**src/core/uart_ctl_defines.svh**
```systemverilog
`ifndef UART_CTL_DEFINES_SVH
`define UART_CTL_DEFINES_SVH

// Register offsets (byte addresses)
`define OFS_BAUD_DIV 8'h10
`define OFS_PORT_CONTROL 8'h14
`define OFS_LINE_FLAG_STATUS 8'h18
`define OFS_IRQ_STATUS 8'h1c
`define OFS_LP_DIV 8'h20
`define OFS_TEST_MODE 8'h24

// Field positions in port_control
`define BIT_LOOPBACK_ENABLE 7
`define BIT_RX_TIMEOUT_IRQ_ENABLE 6
`define BIT_TX_IRQ_ENABLE 5
`define BIT_RX_IRQ_ENABLE 4
`define BIT_MODEM_IRQ_ENABLE 3
`define BIT_IR_LOW_POWER_MODE 2
`define BIT_IR_CODEC_ENABLE 1
`define BIT_PORT_ENABLE 0

// Field positions in test_mode_register
`define BIT_IR_TEST_OVERRIDE 1

// Reset values
`define RST_PORT_CONTROL 8'h00
`define RST_LINE_FLAG_STATUS 8'h90
`define RST_TEST_MODE 8'h00
`define RST_DIV 8'h00

// Timing: IR pulse length in x16 ticks, x16 ticks per bit
`define IR_PULSE_TICKS 4'h3
`define TICKS_PER_BIT 5'h10

`endif

```
**src/core/uart_ctl_pkg.sv**
```systemverilog
package uart_ctl_pkg;

	// Flags that the serial core reports
	typedef struct packed {
		logic tx_fifo_empty;
		logic rx_fifo_full;
		logic tx_fifo_full;
		logic rx_fifo_empty;
		logic busy;
	} core_flags_t;

	// Interrupt sources, bit order as in the status register
	typedef struct packed {
		logic rx_timeout;
		logic tx;
		logic rx;
		logic modem;
	} irq_vec_t;

	typedef enum logic {ENC_IDLE, ENC_PULSE} enc_state_t;

endpackage

```
**src/core/ir_pulse_decoder.sv**
```systemverilog
`timescale 1ns/10ps
`include "uart_ctl_defines.svh"

module ir_pulse_decoder (
	input wire logic clock,
	input wire logic reset_n,
	input wire logic pulse_n,
	input wire logic enable,
	input wire logic baud_tick,
	output logic bit_q
);
	logic prev_q;
	logic [4:0] cnt_q;

	// A falling edge marks a zero bit held for one bit period
	always_ff @(posedge clock or negedge reset_n) begin
		if (!reset_n) begin
			prev_q <= 1'b1;
			cnt_q <= 5'h00;
			bit_q <= 1'b1;
		end else begin
			prev_q <= pulse_n;
			if (!enable) begin
				cnt_q <= 5'h00; // see [RULE_12]
				bit_q <= 1'b1;
			end else if (prev_q && !pulse_n) begin
				cnt_q <= 5'h00;
				bit_q <= 1'b0;
			end else if (!bit_q && baud_tick) begin
				cnt_q <= cnt_q + 5'h01;
				if (cnt_q == `TICKS_PER_BIT - 5'h01)
					bit_q <= 1'b1;
			end
		end
	end
endmodule

```
**src/core/ir_pulse_encoder.sv**
```systemverilog
`timescale 1ns/10ps
`include "uart_ctl_defines.svh"

module ir_pulse_encoder import uart_ctl_pkg::*; (
	input wire logic clock,
	input wire logic reset_n,
	input wire logic bit_in,
	input wire logic enable,
	input wire logic low_power,
	input wire logic baud_tick,
	input wire logic lp_tick,
	output logic pulse_q
);
	enc_state_t state_q;
	logic [3:0] phase_q;
	logic [3:0] cnt_q;
	logic prev_bit_q;
	logic pulse_tick;

	// Pulse length counted on the x16 tick or on the low-power tick
	assign pulse_tick = low_power ? lp_tick : baud_tick;

	// Bit phase, realigned on every edge of the serial stream
	always_ff @(posedge clock or negedge reset_n) begin
		if (!reset_n) begin
			phase_q <= 4'h0;
			prev_bit_q <= 1'b1;
		end else begin
			prev_bit_q <= bit_in;
			if (bit_in != prev_bit_q)
				phase_q <= 4'h0;
			else if (baud_tick)
				phase_q <= phase_q + 4'h1;
		end
	end

	// Zero bits start one pulse at phase 0
	always_ff @(posedge clock or negedge reset_n) begin
		if (!reset_n) begin
			state_q <= ENC_IDLE;
			cnt_q <= 4'h0;
			pulse_q <= 1'b0;
		end else if (!enable) begin
			state_q <= ENC_IDLE; // see [RULE_12]
			pulse_q <= 1'b0;
		end else begin
			case (state_q)
				ENC_IDLE: begin
					if (baud_tick && phase_q == 4'h0 && !bit_in) begin
						state_q <= ENC_PULSE; // see [RULE_08]
						cnt_q <= 4'h0;
						pulse_q <= 1'b1;
					end
				end
				ENC_PULSE: begin
					if (pulse_tick) begin
						cnt_q <= cnt_q + 4'h1; // see [RULE_09]
						if (cnt_q == `IR_PULSE_TICKS - 4'h1) begin
							state_q <= ENC_IDLE;
							pulse_q <= 1'b0;
						end
					end
				end
				default: state_q <= ENC_IDLE;
			endcase
		end
	end
endmodule

```
**src/core/uart_ctl_top.sv**
```systemverilog
// Operation
// [RULE_01] Loopback with IR and test bit: inverted feedback
// [RULE_02] Software sets, later clears, IR test bit
// [RULE_03] Loopback enable clears at reset
// [RULE_04] Bit 6 enables receive timeout interrupt
// [RULE_05] Bit 5 enables transmit interrupt
// [RULE_06] Bit 4 enables receive interrupt
// [RULE_07] Bit 3 enables modem status interrupt
// [RULE_08] Normal IR zero: pulse of 3/16 bit
// [RULE_09] Low power IR zero: three low-power ticks
// [RULE_10] IR enable needs port enable too
// [RULE_11] IR active: serial TX high, RX ignored
// [RULE_12] IR inactive: IR output low, input ignored
// [RULE_13] Bit 0 enables port, pins by IR bit
// [RULE_14] Flags reset: full/busy 0, empty 1
// [RULE_15] Combined interrupt output besides four
// [RULE_16] Each irq is source AND enable; OR combined
//
// Decided for this implementation: the plain strobed port.
`timescale 1ns/10ps
`include "uart_ctl_defines.svh"

module uart_ctl_top import uart_ctl_pkg::*; (
	input wire logic clock,
	input wire logic reset_n,
	input wire logic [7:0] reg_addr,
	input wire logic [7:0] reg_wdata,
	input wire logic reg_write,
	input wire logic reg_read,
	output logic [7:0] reg_rdata,
	input wire logic core_txd,
	output logic core_rxd,
	input wire core_flags_t core_flags,
	input wire irq_vec_t core_events,
	input wire logic [2:0] modem_n_in,
	input wire logic serial_rx_line,
	output logic serial_tx_line,
	input wire logic ir_rx_in,
	output logic ir_tx_out_n,
	output logic baud_x16_tick,
	output logic low_power_x16_tick,
	output irq_vec_t irq_out,
	output logic combined_irq
);
	logic [7:0] port_control_q;
	logic [7:0] test_mode_q;
	logic [7:0] baud_div_q;
	logic [7:0] lp_div_q;
	logic [7:0] baud_cnt_q;
	logic [7:0] lp_cnt_q;
	logic [7:0] line_flag_q;
	irq_vec_t irq_status_q;
	irq_vec_t irq_set;
	irq_vec_t irq_enable;
	logic [2:0] modem_meta_q;
	logic [2:0] modem_sync_q;
	logic [2:0] modem_prev_q;
	logic [1:0] rx_line_sync_q;
	logic [1:0] ir_rx_sync_q;
	logic port_enable;
	logic ir_codec_enable;
	logic ir_active;
	logic serial_active;
	logic loopback_active;
	logic ir_pulse;
	logic ir_decoded;
	logic ir_rx_source;
	logic wr_hit_ctl;
	logic [7:0] rdata_d;

	// Decoded control fields
	assign port_enable = port_control_q[`BIT_PORT_ENABLE];
	assign ir_codec_enable = port_control_q[`BIT_IR_CODEC_ENABLE];
	assign ir_active = port_enable && ir_codec_enable; // see [RULE_10]
	assign serial_active = port_enable && !ir_codec_enable; // see [RULE_13]
	// Software must drop the test bit after the loop test; see [RULE_02]
	assign loopback_active = ir_active
		&& port_control_q[`BIT_LOOPBACK_ENABLE]
		&& test_mode_q[`BIT_IR_TEST_OVERRIDE]; // see [RULE_01]
	assign irq_enable = '{
		rx_timeout: port_control_q[`BIT_RX_TIMEOUT_IRQ_ENABLE],
		tx: port_control_q[`BIT_TX_IRQ_ENABLE],
		rx: port_control_q[`BIT_RX_IRQ_ENABLE],
		modem: port_control_q[`BIT_MODEM_IRQ_ENABLE]
	};
	assign wr_hit_ctl = reg_write && reg_addr == `OFS_PORT_CONTROL;

	// Divider step: zero divisor stops the tick entirely
	function automatic logic [7:0] div_next(input logic [7:0] cnt,
		input logic [7:0] div);
		div_next = (div == 8'h00 || cnt == 8'h00) ? div : cnt - 8'h01;
	endfunction

	function automatic logic div_tick(input logic [7:0] cnt,
		input logic [7:0] div);
		div_tick = div != 8'h00 && cnt == 8'h00;
	endfunction

	// Pin synchronisers; first stage read by second only
	always_ff @(posedge clock or negedge reset_n) begin
		if (!reset_n) begin
			modem_meta_q <= 3'h7;
			modem_sync_q <= 3'h7;
			rx_line_sync_q <= 2'h3;
			ir_rx_sync_q <= 2'h3;
		end else begin
			modem_meta_q <= modem_n_in;
			modem_sync_q <= modem_meta_q;
			rx_line_sync_q <= {rx_line_sync_q[0], serial_rx_line};
			ir_rx_sync_q <= {ir_rx_sync_q[0], ir_rx_in};
		end
	end

	// Control registers written by software
	always_ff @(posedge clock or negedge reset_n) begin
		if (!reset_n) begin
			port_control_q <= `RST_PORT_CONTROL; // see [RULE_03]
			test_mode_q <= `RST_TEST_MODE;
			baud_div_q <= `RST_DIV;
			lp_div_q <= `RST_DIV;
		end else if (reg_write) begin
			case (reg_addr)
				`OFS_PORT_CONTROL: port_control_q <= reg_wdata;
				`OFS_TEST_MODE: test_mode_q <= reg_wdata &
					(8'h01 << `BIT_IR_TEST_OVERRIDE);
				`OFS_BAUD_DIV: baud_div_q <= reg_wdata;
				`OFS_LP_DIV: lp_div_q <= reg_wdata;
				default: ;
			endcase
		end
	end

	// Bit-rate and low-power tick dividers
	always_ff @(posedge clock or negedge reset_n) begin
		if (!reset_n) begin
			baud_cnt_q <= 8'h00;
			lp_cnt_q <= 8'h00;
			baud_x16_tick <= 1'b0;
			low_power_x16_tick <= 1'b0;
		end else begin
			baud_cnt_q <= div_next(baud_cnt_q, baud_div_q);
			lp_cnt_q <= div_next(lp_cnt_q, lp_div_q);
			baud_x16_tick <= div_tick(baud_cnt_q, baud_div_q);
			low_power_x16_tick <= div_tick(lp_cnt_q, lp_div_q);
		end
	end

	// IR encoder on the transmit stream
	ir_pulse_encoder u_enc (
		.clock(clock),
		.reset_n(reset_n),
		.bit_in(core_txd),
		.enable(ir_active),
		.low_power(port_control_q[`BIT_IR_LOW_POWER_MODE]),
		.baud_tick(baud_x16_tick),
		.lp_tick(low_power_x16_tick),
		.pulse_q(ir_pulse)
	);

	// Loop path feeds the inverted pulse back to the decoder
	assign ir_rx_source = loopback_active ? !ir_pulse
		: ir_rx_sync_q[1]; // see [RULE_01]

	ir_pulse_decoder u_dec (
		.clock(clock),
		.reset_n(reset_n),
		.pulse_n(ir_rx_source),
		.enable(ir_active), // see [RULE_12]
		.baud_tick(baud_x16_tick),
		.bit_q(ir_decoded)
	);

	// Line muxing; idle lines sit at the marking level
	always_ff @(posedge clock or negedge reset_n) begin
		if (!reset_n) begin
			serial_tx_line <= 1'b1;
			ir_tx_out_n <= 1'b0;
			core_rxd <= 1'b1;
		end else begin
			serial_tx_line <= serial_active ? core_txd : 1'b1; // see [RULE_11]
			ir_tx_out_n <= ir_active && ir_pulse; // see [RULE_12]
			if (ir_active)
				core_rxd <= ir_decoded; // see [RULE_11]
			else if (serial_active)
				core_rxd <= rx_line_sync_q[1]; // see [RULE_13]
			else
				core_rxd <= 1'b1;
		end
	end

	// Flag register snapshot; empties read 1 after reset
	always_ff @(posedge clock or negedge reset_n) begin
		if (!reset_n) begin
			line_flag_q <= `RST_LINE_FLAG_STATUS; // see [RULE_14]
		end else begin
			line_flag_q <= {core_flags.tx_fifo_empty,
				core_flags.rx_fifo_full, core_flags.tx_fifo_full,
				core_flags.rx_fifo_empty, core_flags.busy,
				~modem_sync_q};
		end
	end

	// Modem changes count whenever IR mode is not active, port enabled or not
	always_ff @(posedge clock or negedge reset_n) begin
		if (!reset_n)
			modem_prev_q <= 3'h7;
		else
			modem_prev_q <= modem_sync_q;
	end

	always_comb begin
		irq_set = core_events;
		irq_set.modem = core_events.modem ||
			(!ir_active && modem_sync_q != modem_prev_q); // see [RULE_11]
	end

	// Sticky sources, write one to clear; a new event wins
	always_ff @(posedge clock or negedge reset_n) begin
		if (!reset_n) begin
			irq_status_q <= '0;
		end else if (reg_write && reg_addr == `OFS_IRQ_STATUS) begin
			irq_status_q <= (irq_status_q & ~irq_vec_t'(reg_wdata[3:0]))
				| irq_set;
		end else begin
			irq_status_q <= irq_status_q | irq_set;
		end
	end

	// Interrupt outputs: source AND enable, then OR of all four
	always_ff @(posedge clock or negedge reset_n) begin
		if (!reset_n) begin
			irq_out <= '0;
			combined_irq <= 1'b0;
		end else begin
			irq_out.rx_timeout <= irq_status_q.rx_timeout
				&& irq_enable.rx_timeout; // see [RULE_04]
			irq_out.tx <= irq_status_q.tx && irq_enable.tx; // see [RULE_05]
			irq_out.rx <= irq_status_q.rx && irq_enable.rx; // see [RULE_06]
			irq_out.modem <= irq_status_q.modem
				&& irq_enable.modem; // see [RULE_07]
			combined_irq <= |(irq_status_q & irq_enable); // see [RULE_15]
		end
	end

	// Read mux; unmapped offsets answer zero
	always_comb begin
		case (reg_addr)
			`OFS_PORT_CONTROL: rdata_d = port_control_q;
			`OFS_LINE_FLAG_STATUS: rdata_d = line_flag_q;
			`OFS_IRQ_STATUS: rdata_d = {4'h0, irq_status_q};
			`OFS_BAUD_DIV: rdata_d = baud_div_q;
			`OFS_LP_DIV: rdata_d = lp_div_q;
			`OFS_TEST_MODE: rdata_d = test_mode_q;
			default: rdata_d = 8'h00;
		endcase
	end

	// Read data valid only in the cycle after the strobe
	always_ff @(posedge clock or negedge reset_n) begin
		if (!reset_n)
			reg_rdata <= 8'h00;
		else
			reg_rdata <= reg_read ? rdata_d : 8'h00;
	end
endmodule

```
**config.mk**
```make
export PLATFORM = sky130hd
export DESIGN_NAME = uart_ctl_top
export DESIGN_NICKNAME = d
export VERILOG_FILES = /design/src/core/uart_ctl_pkg.sv /design/src/core/ir_pulse_decoder.sv /design/src/core/ir_pulse_encoder.sv /design/src/core/uart_ctl_top.sv
export VERILOG_INCLUDE_DIRS = /design/src /design/src/core
export SDC_FILE = /design/constraint.sdc
export NUM_CORES = 1
export LEC_CHECK = 0
export BUFFER_PORTS_ARGS = -buffer_cell sky130_fd_sc_hd__buf_4
export CELL_PAD_IN_SITES_DETAIL_PLACEMENT = 0
export CELL_PAD_IN_SITES_GLOBAL_PLACEMENT = 1
export CORE_UTILIZATION = 30
export CTS_BUF_LIST = sky130_fd_sc_hd__clkbuf_2
export DETAILED_ROUTE_END_ITERATION = 12
export GPL_TIMING_DRIVEN = 0
export PLACE_DENSITY_LB_ADDON = 0.25
export SLEW_MARGIN = 20
export SYNTH_ARGS = -nofsm -noshare
export SYNTH_HDL_FRONTEND = slang
export SYNTH_SLANG_ARGS = --single-unit
```
**constraint.sdc**
```tcl
create_clock -name clock -period 2.65 [get_ports clock]
set_clock_uncertainty 0.1 [all_clocks]
set_input_delay 0.1325 -clock clock [delete_from_list [all_inputs] [get_ports clock]]
set_output_delay 0.1325 -clock clock [all_outputs]
set_load 0.05 [all_outputs]
```
==> results.yml, run 1 <==
status:
  status: "completed"
cts:
  cts-root-buf: "clkbuf_2"
  tritoncts: "built"
  cts_resized: 0
  cts_inserted_buffers: 9
  htree_levels: 3
  clk_latency_ns: 0.59
  path_clk_slew_ns: 0.26
  clock-sinks: 102
  cts_setup_buffers: 0
  cts_max_path_buffers: 2
timing:
  slew_headroom_pct: 39.1
  fin_setup_tns_ns: 0
  finalHoldViolCount: 0
  finalSetupViolations: 0
  drv_slew: 0
  clock.fmax_mhz: 391
  rsz0062_at_grt: "no"
  min_period_ns: 2.56
  period_share_pct: 96.4
  worst_pin_slew_ns: 0.914
worst_setup_path:
  cp_cell_sequence: "dlygate4sd3_1 > buf_4 > or4_1 > nor4_2 > nand2_1 > a221o_1 > dlygate4sd3_1"
  worstSetupEndpointType: "register"
  start_kind: "input pin"
  max_stage_delay_ns: 0.58
  cp.arrival_ns: 2.96
  crit_path_top_delay_cell: "or4_1"
  cp_max_fo: 4
  path_class: "input pin to register"
  crit_top_cell: "dlygate4sd3_1"
  crit_required_ns: 3.05
logic_synthesis:
  synth_top_area_share_pct: 45.6
  synth_nets: 404
  synth_area_mm2: 0.00450
  synthCells: 359
  synth.distinct_cells: 51
  yosysWarnings: 0
  synth.most_common_cell: "dfrtp_1"
  ys_ff_latch: 102
  avgSynthCellArea_um2: 12.5
  ys_top_cells_by_count: "82 x dfrtp_1, 33 x mux2_2, 30 x nand2_1"
  synth_area_leaders: "dfrtp_1 46%, dfstp_2 12%, mux2_2 8.3%, mux2i_1 2.9%, ha_1 2.8%"
  synthArstFlopShare_pct: 100
  yosys.area.top_type: "dfrtp_1"
  ys_seq_area_share_pct: 57.2
  synth_flop_cell: "dfrtp_1"
  synth_edf_count: 0
placement:
  placedInstanceArea_mm2: 0.00513
  io_buffers: 52
  place.gp.congestion: 0.756
  hpwl_um: 7170
layout:
  fin_nets: 519
  final.fill_count: 1388
  fin_area_mm2: 0.00581
  syn_to_final_growth_pct: 29.1
  drive_above_1_share_pct: 28.4
  antenna_cells: 0
die:
  die_height_um: 125
  die_w_um: 125
  io_pins: 53
  rows: 44
  dieArea_mm2: 0.0155
  coreArea_mm2: 0.0146
  initial_core_util_pct: 30.9
global_routing:
  track_usage_pct: 14.2
  grt_overflow: 0
  grt_max_degree: 103
  grt_pass1_vias: 3260
  antenna_found_initial: 0
  grt_pass1_wl_um: 17100
drt:
  vias_per_cell: 4.70
  vias: 3116
  drcViolationCount: 0
  drtIter0Drc: 109
  ant_nets: 0
  wl_per_cell_um: 15.5
  drt-total-wl_um: 10300
  dr.pass1.iters: 4
hold_path:
  hold_path_class: "input pin to async pin"
power_and_ir_drop:
  peakVddDrop_mv: 0.441
  p_total_uw: 3940
  power_density_mw_per_mm2: 678
  p_leak_uw: 0.00267
run:
  max-cap-violations: 0
[worst paths after layout]
| kind | from | to | slack, ns | cells after the start |
|---|---|---|---|---|
| hold reg to reg | rx_line_sync_q[0] | rx_line_sync_q[1] | 0.27 | 0 |
| setup / recovery | reg_addr[0] | irq_status_q[0] | 0.09 | 7 |
| max in group asynchronous | reset_n | baud_div_q[6] | 1.75 | 2 |
| hold / removal | reset_n | line_flag_q[2] | 0.08 | 2 |
| min in group clock | core_flags[0] | line_flag_q[3] | 0.08 | 2 |
| setup reg to reg | lp_cnt_q[4] | lp_cnt_q[0] | 0.46 | 3 |
[cell families (layout without fill, tap and decap cells)]
group | after synthesis | after routing | share of synthesized area [%]
multiplexers | 54 | 54 | 13.8
buffers and inverters | 24 | 144 | 2.17
AO/OA/AOI/OAI | 42 | 42 | 7.03
XOR/XNOR | 23 | 23 | 4.47
adder cells (fa/ha/maj) | 10 | 10 | 2.78
AND/OR/NAND/NOR | 104 | 104 | 12.5
flip-flops | 102 | 102 | 57.2
[critical path, delay by kind of cell]
kind	cells	cell delay [ns]
AOI/OAI and AO/OA	1	0.35
buffers and inverters	3	1.25
and+or+nand+nor	3	1.23
[report_power, final]
group	internal, uW	switching (uW)	leakage, uW	total, uW
Clock	410	516	0.0000968	926
Combinational	565	555	0.00128	1120
Sequential	1740	159	0.00130	1890
[layer usage]
| layer | global-route usage (%) | vias up | part of all wire [%] |
|---|---|---|---|
| met3 | 2.58 | 10 | 2.5 |
| met5 | 0 | - | 0 |
| li1 | - | 1496 | - |
| met2 | 22.4 | 43 | 48 |
| met4 | 5.95 | 0 | 1.5 |
| met1 | 19.1 | 1567 | 48 |
[registers in the layout, indices dropped and copies added, names as in the netlist, 2 cells and up]
signal / count
baud_cnt_q: 8
u_enc.cnt_q: 4
lp_cnt_q: 8
lp_div_q: 8
rx_line_sync_q: 2
u_dec.cnt_q: 5
modem_sync_q: 3
line_flag_q: 8
port_control_q: 8
modem_prev_q: 3
irq_out: 4
irq_status_q: 4
reg_rdata: 8
baud_div_q: 8
u_enc.phase_q: 4
modem_meta_q: 3
ir_rx_sync_q: 2
[cells in the final DEF (no fill, tap or decap), types with 6 or more instances in the layout]
cell           count
nor4_1             6
nand2_1           30
mux2_2            33
mux2_4             8
xnor2_1           11
nor2_1            23
o21ai_0            6
a22oi_1            6
dfrtp_1           82
ha_1              10
a21oi_1            6
buf_4             51
dlygate4sd3_1     53
dfstp_2           20
inv_1             17
mux2i_1           13
clkbuf_2          10
xor2_1            12
[stage by stage]
stage / utilization [%] / setup slack [ns] / hold WS (ns) / instances
5_1_grt: 39.8 / 0.0701 / 0.00558 / 663
3_5_place_dp: 35.2 / 0.412 / 0.142 / 595
3_3_place_gp: 35.1 / 0.443 / 0.142 / 595
4_1_cts: 39.9 / 0.0394 / 0.0101 / 664
6_report: 39.8 / 0.0949 / 0.0793 / 663
2_1_floorplan: - / 0.621 / -0.263 / 359
[repair_timing]
item,4_1_cts,5_1_grt
endpoints found under the setup margin,0,1
hold buffers,53,0
endpoints found under the hold margin,158,0
[area by class of cell]
cell class / instances / area, um^2 / area share (%)
flip-flops and latches: 102 / 2580 / 44.3
clock inverters: 6 / 108 / 1.85
repair buffers: 105 / 925 / 15.9
well taps: 184 / 230 / 3.96
clock buffers: 10 / 50.0 / 0.861
multi-input cells: 233 / 1830 / 31.5
inverters: 17 / 63.8 / 1.10
plain buffers: 6 / 30.0 / 0.517
No activity file was read; power rests on OpenSTA's default activity.
==> run 2: changes to the inputs <==
==> constraint.sdc (replaced) <==
create_clock -name clock -period 3.1 [get_ports clock]
set_clock_uncertainty 0.1 [all_clocks]
set_input_delay 0.155 -clock clock [delete_from_list [all_inputs] [get_ports clock]]
set_output_delay 0.155 -clock clock [all_outputs]
set_load 0.05 [all_outputs]
==> results.yml, run 2 (synthesis results as in run 1) <==
status:
  status: "completed"
timing:
  fin_setup_tns_ns: 0
  finalHoldViolCount: 0
  drv_slew: 0
  min_period_ns: 3.02
  slew_headroom_pct: 39.3
  clock.fmax_mhz: 331
  worst_pin_slew_ns: 0.910
  finalSetupViolations: 0
  rsz0062_at_grt: "no"
  hold_ws_ns: 0.0912
  period_share_pct: 97.4
power_and_ir_drop:
  p_sw_uw: 1050
  p_int_uw: 2310
  p_sw_share_pct: 31.2
  power_density_mw_per_mm2: 584
  p_leak_uw: 0.00265
  seq_power_share_pct: 48.2
  pwr-share-clk_pct: 23.5
  pwr-share-comb_pct: 28.3
  peakVddDrop_mv: 0.377
drt:
  vias_per_cell: 4.68
  wl_per_cell_um: 15.6
  drt-total-wl_um: 10300
  drtIter0Drc: 119
  dr.pass1.iters: 5
  drcViolationCount: 0
  ant_nets: 0
  vias: 3078
global_routing:
  grt_overflow: 0
  grt_pass1_wl_um: 17000
  track_usage_pct: 14.1
  grt_pass1_vias: 3212
  grt_max_degree: 103
  antenna_found_initial: 0
die:
  io_pins: 53
  die_w_um: 125
  initial_core_util_pct: 30.9
  coreArea_mm2: 0.0146
  rows: 44
  dieArea_mm2: 0.0155
  die_height_um: 125
worst_setup_path:
  start_kind: "input pin"
  r2r_slack_ns: 0.91
  crit_path_top_delay_cell: "dlygate4sd3_1"
  cp_max_fo: 8
  cp_cell_sequence: "dlygate4sd3_1 > buf_4 > nor4_4 > dlygate4sd3_1 > nand2_4 > or4b_4 > buf_6 > mux2_4 > dlygate4sd3_1"
  max_stage_delay_ns: 0.74
  r2r_start: "lp_cnt_q[4]"
  crit_top_cell: "dlygate4sd3_1"
  path_class: "input pin to register"
  worstSetupEndpointType: "register"
  cp-startpoint: "reg_addr[6]"
  crit_required_ns: 3.51
  reg2regPathDepth: 3
  cp.arrival_ns: 3.43
layout:
  final_common_cell: "dfrtp_1"
  utilization_pct: 39.4
  syn_to_final_growth_pct: 27.6
  regArea_mm2: 0.00258
  layout_common_cells: "82 x dfrtp_1, 51 x buf_4, 46 x dlygate4sd3_1"
  fin_nets: 513
  final.fill_count: 1393
  fin_area_mm2: 0.00575
  multi_input_area_mm2: 0.00183
  stdcell_count: 657
  antenna_cells: 0
  drive_above_1_share_pct: 28.8
cts:
  cts_max_path_buffers: 2
  cts_resized: 0
  cts_inserted_buffers: 9
  cts-root-buf: "clkbuf_2"
  clk_latency_ns: 0.58
  htree_levels: 3
  path_clk_slew_ns: 0.26
  clock-sinks: 102
  tritoncts: "built"
placement:
  placedInstanceArea_mm2: 0.00513
  hpwl_um: 7170
  io_buffers: 52
  place.gp.congestion: 0.756
  dpl.cell_count: 595
hold_path:
  hp-start: "modem_n_in[2]"
  hold_path_depth: 2
  hold_path_class: "input pin to register"
run:
  max-cap-violations: 0
-- run 2: cell types whose count changed in the layout (fill, tap and decap cells not counted), sizes merged --
cell / before / now
clkbuf: 14 / 15
dlygate4sd3: 53 / 46
-- run 2: final timing paths --
kind,end
setup / recovery,baud_div_q[1]
hold / removal,modem_meta_q[2]
setup reg to reg,lp_cnt_q[0]
hold reg to reg,rx_line_sync_q[1]
max in group asynchronous,baud_div_q[6]
min in group asynchronous,line_flag_q[2]
-- run 2: repair_timing --
item | CTS | global route
hold buffers | 46 | 0
buffers inserted | 0 | 0
endpoints found under the setup margin | 0 | 0
endpoints found under the hold margin | 155 | 0
-- run 2: stage by stage --
stage / setup slack, ns / total power [uW]
6_report: 0.0791 / 3360
3_3_place_gp: 0.870 / 2550
5_1_grt: 0.114 / 3580
4_1_cts: 0.179 / 3420
2_1_floorplan: 1.07 / 2320
3_5_place_dp: 0.839 / 2560
-- run 2: routing by layer --
layer	track usage [%]	up-vias	share of wire (%)
met5	0	-	0
met1	18.9	1538	49
li1	-	1485	-
met2	22.3	45	48
met3	2.58	10	2.2
met4	5.95	0	1.5
-- run 2: power groups by stage --
stage	registers (uW)	logic (uW)	clock network, uW
3_5_place_dp	1640	914	0
6_report	1620	951	787
5_1_grt	1650	1060	875
4_1_cts	1620	964	832
3_3_place_gp	1640	906	0
2_1_floorplan	1650	667	0
-- run 2: area by class of cell --
cell class                 count  area share, %
multi-input combinational    233           31.8
inverter                      17           1.11
clock buffer                  10          0.871
buffer                         7          0.588
clock inverter                 6           1.87
sequential                   102           44.9
tap                          184           4.01
timing repair buffer          98           14.9
-- run 2: worst max-delay path: cells and delay by family --
kind,cells,cell delay [ns]
buffers and inverters,5,2.16
and+or+nand+nor,3,0.83
muxes,1,0.29
==> run 3: changes to the inputs <==
--- a/config.mk
+++ b/config.mk
@@ -9,7 +9,7 @@
 export BUFFER_PORTS_ARGS = -buffer_cell sky130_fd_sc_hd__buf_4
 export CELL_PAD_IN_SITES_DETAIL_PLACEMENT = 0
 export CELL_PAD_IN_SITES_GLOBAL_PLACEMENT = 1
-export CORE_UTILIZATION = 30
+export CORE_UTILIZATION = 53
 export CTS_BUF_LIST = sky130_fd_sc_hd__clkbuf_2
 export DETAILED_ROUTE_END_ITERATION = 12
 export GPL_TIMING_DRIVEN = 0
==> results.yml, run 3 (synthesis results as in run 1) <==
worst_setup_path:
  cp_cell_sequence: "dlygate4sd3_1 > buf_4 > nor4_4 > dlygate4sd3_1 > nand2_4 > or4b_4 > buf_6 > mux2_4 > dlygate4sd3_1"
  start_kind: "input pin"
  reg2regPathDepth: 3
  crit_path_top_delay_cell: "dlygate4sd3_1"
  cp_top_family: "buffers and inverters"
  cp.depth: 9
  worstSetupEndpoint: "baud_div_q[5]"
  reg2reg_to: "lp_cnt_q[2]"
  cp_num_buf_inv: 5
  cp.arrival_ns: 3.39
  max_stage_delay_ns: 0.72
  worstSetupEndpointType: "register"
  cp-startpoint: "reg_addr[6]"
  path_class: "input pin to register"
  crit_top_cell: "dlygate4sd3_1"
  crit_required_ns: 3.49
  cp_max_fo: 8
  r2r_start: "lp_cnt_q[5]"
  r2r_slack_ns: 0.94
cts:
  cts_max_path_buffers: 2
  cts_setup_buffers: 0
  clk_latency_ns: 0.56
  htree_levels: 3
  cts-root-buf: "clkbuf_2"
  cts_inserted_buffers: 9
  tritoncts: "built"
  path_clk_slew_ns: 0.27
  clock-sinks: 102
placement:
  io_buffers: 52
  placedInstanceArea_mm2: 0.00503
  dp_slack_ns: 0.918
  hpwl_um: 6520
  place.gp.congestion: 0.790
die:
  die_height_um: 94.2
  coreArea_mm2: 0.00822
  dieArea_mm2: 0.00887
  rows: 33
  die_w_um: 94.2
  initial_core_util_pct: 54.8
  io_pins: 53
drt:
  vias: 3061
  drcViolationCount: 0
  dr.pass1.iters: 4
  vias_per_cell: 5.34
  drt-total-wl_um: 9370
  wl_per_cell_um: 16.4
  ant_nets: 0
  drtIter0Drc: 178
power_and_ir_drop:
  p_leak_uw: 0.00259
  peakVddDrop_mv: 0.419
  p_total_uw: 3230
  power_density_mw_per_mm2: 580
layout:
  antenna_cells: 0
  syn_to_final_growth_pct: 23.6
  final.fill_count: 643
  fin_area_mm2: 0.00557
  fin_nets: 508
  layout_common_cells: "82 x dfrtp_1, 51 x buf_4, 41 x dlygate4sd3_1"
  drive_above_1_share_pct: 29.1
  final_common_cell: "dfrtp_1"
global_routing:
  grtUsageMet3_pct: 4.77
  grt_max_degree: 103
  grt_pass1_vias: 3217
  track_usage_pct: 24.0
  grt-busiest-layer: "met2"
  grt_use_met1_pct: 30.7
  antenna_found_initial: 0
  met2_usage_pct: 41.1
  grt_pass1_wl_um: 15800
  grt_overflow: 0
timing:
  layout_setup_ws_ns: 0.0970
  min_period_ns: 3.00
  drv_slew: 0
  slew_headroom_pct: 39.5
  period_share_pct: 96.9
  finalSetupViolations: 0
  clock.fmax_mhz: 333
  finalHoldViolCount: 0
  worst_pin_slew_ns: 0.908
  fin_setup_tns_ns: 0
  rsz0062_at_grt: "no"
run:
  max-cap-violations: 0
hold_path:
  hold_path_class: "input pin to register"
status:
  status: "completed"
==> run 3: cell count changes in the layout (fill, tap and decap cells not counted) <==
cell and delta:
clkinv_4 +2, inv_8 +1, inv_6 +1, clkbuf_2 -1
clkinv_2 -1, clkinvlp_4 +2, bufinv_16 -2, inv_4 -2
dlygate4sd3_1 -5
==> run 3: area by class of cell <==
class | instances | area (um^2) | area share, %
Buffer | 7 | 33.8 | 0.607
Clock buffer | 9 | 45.0 | 0.809
Clock inverter | 7 | 82.6 | 1.48
Inverter | 17 | 63.8 | 1.15
Multi-Input combinational cell | 233 | 1830 | 32.9
Sequential cell | 102 | 2580 | 46.3
Tap cell | 105 | 131 | 2.36
Timing Repair Buffer | 93 | 805 | 14.4
==> run 3: repair_timing <==
action / CTS / global route
resized for setup: 0 / 0
endpoints found under the setup margin: 0 / 0
endpoints found under the hold margin: 146 / 0
hold buffers: 41 / 0
==> run 3: worst min-delay path by stage <==
stage	startpoint	to	slack [ns]	depth (start not counted)
global route	modem_n_in[0]	modem_meta_q[0]	0.04	2
detailed placement	core_flags[1]	line_flag_q[4]	0.16	1
CTS	reg_addr[7]	test_mode_q[1]	0.03	4
floorplan	reset_n	baud_cnt_q[0]	-0.24	0
global placement	ir_rx_in	ir_rx_sync_q[0]	0.16	1
finish	reg_addr[7]	test_mode_q[1]	0.07	4
==> run 3: stage by stage <==
step	hold slack [ns]	cells	utilization [%]
after CTS	0.0311	573	67.8
after global placement	0.164	516	61.2
after detailed placement	0.164	516	61.2
after floorplan	-0.241	359	-
after global routing	0.0384	573	67.8
final	0.0740	573	67.8
==> run 3: worst register-to-register path, delay by kind of cell, from the launching register on <==
kind	cells	cell delay, ns
compound gates	1	0.54
mux	1	0.41
simple gates	1	0.58
flops	1	0.47
==> run 3: where the power goes <==
part           leakage, uW  internal [uW]  switching [uW]
Sequential         0.00130           1480             137
Clock            0.0000706            198             458
Combinational      0.00122            476             477
==> run 3: metal layers <==
layer  share of wire, %  routed length, um
met1                 45               4230
met2                 50               4680
met3                4.0                375
met4               0.92                 86
met5                  0                  0
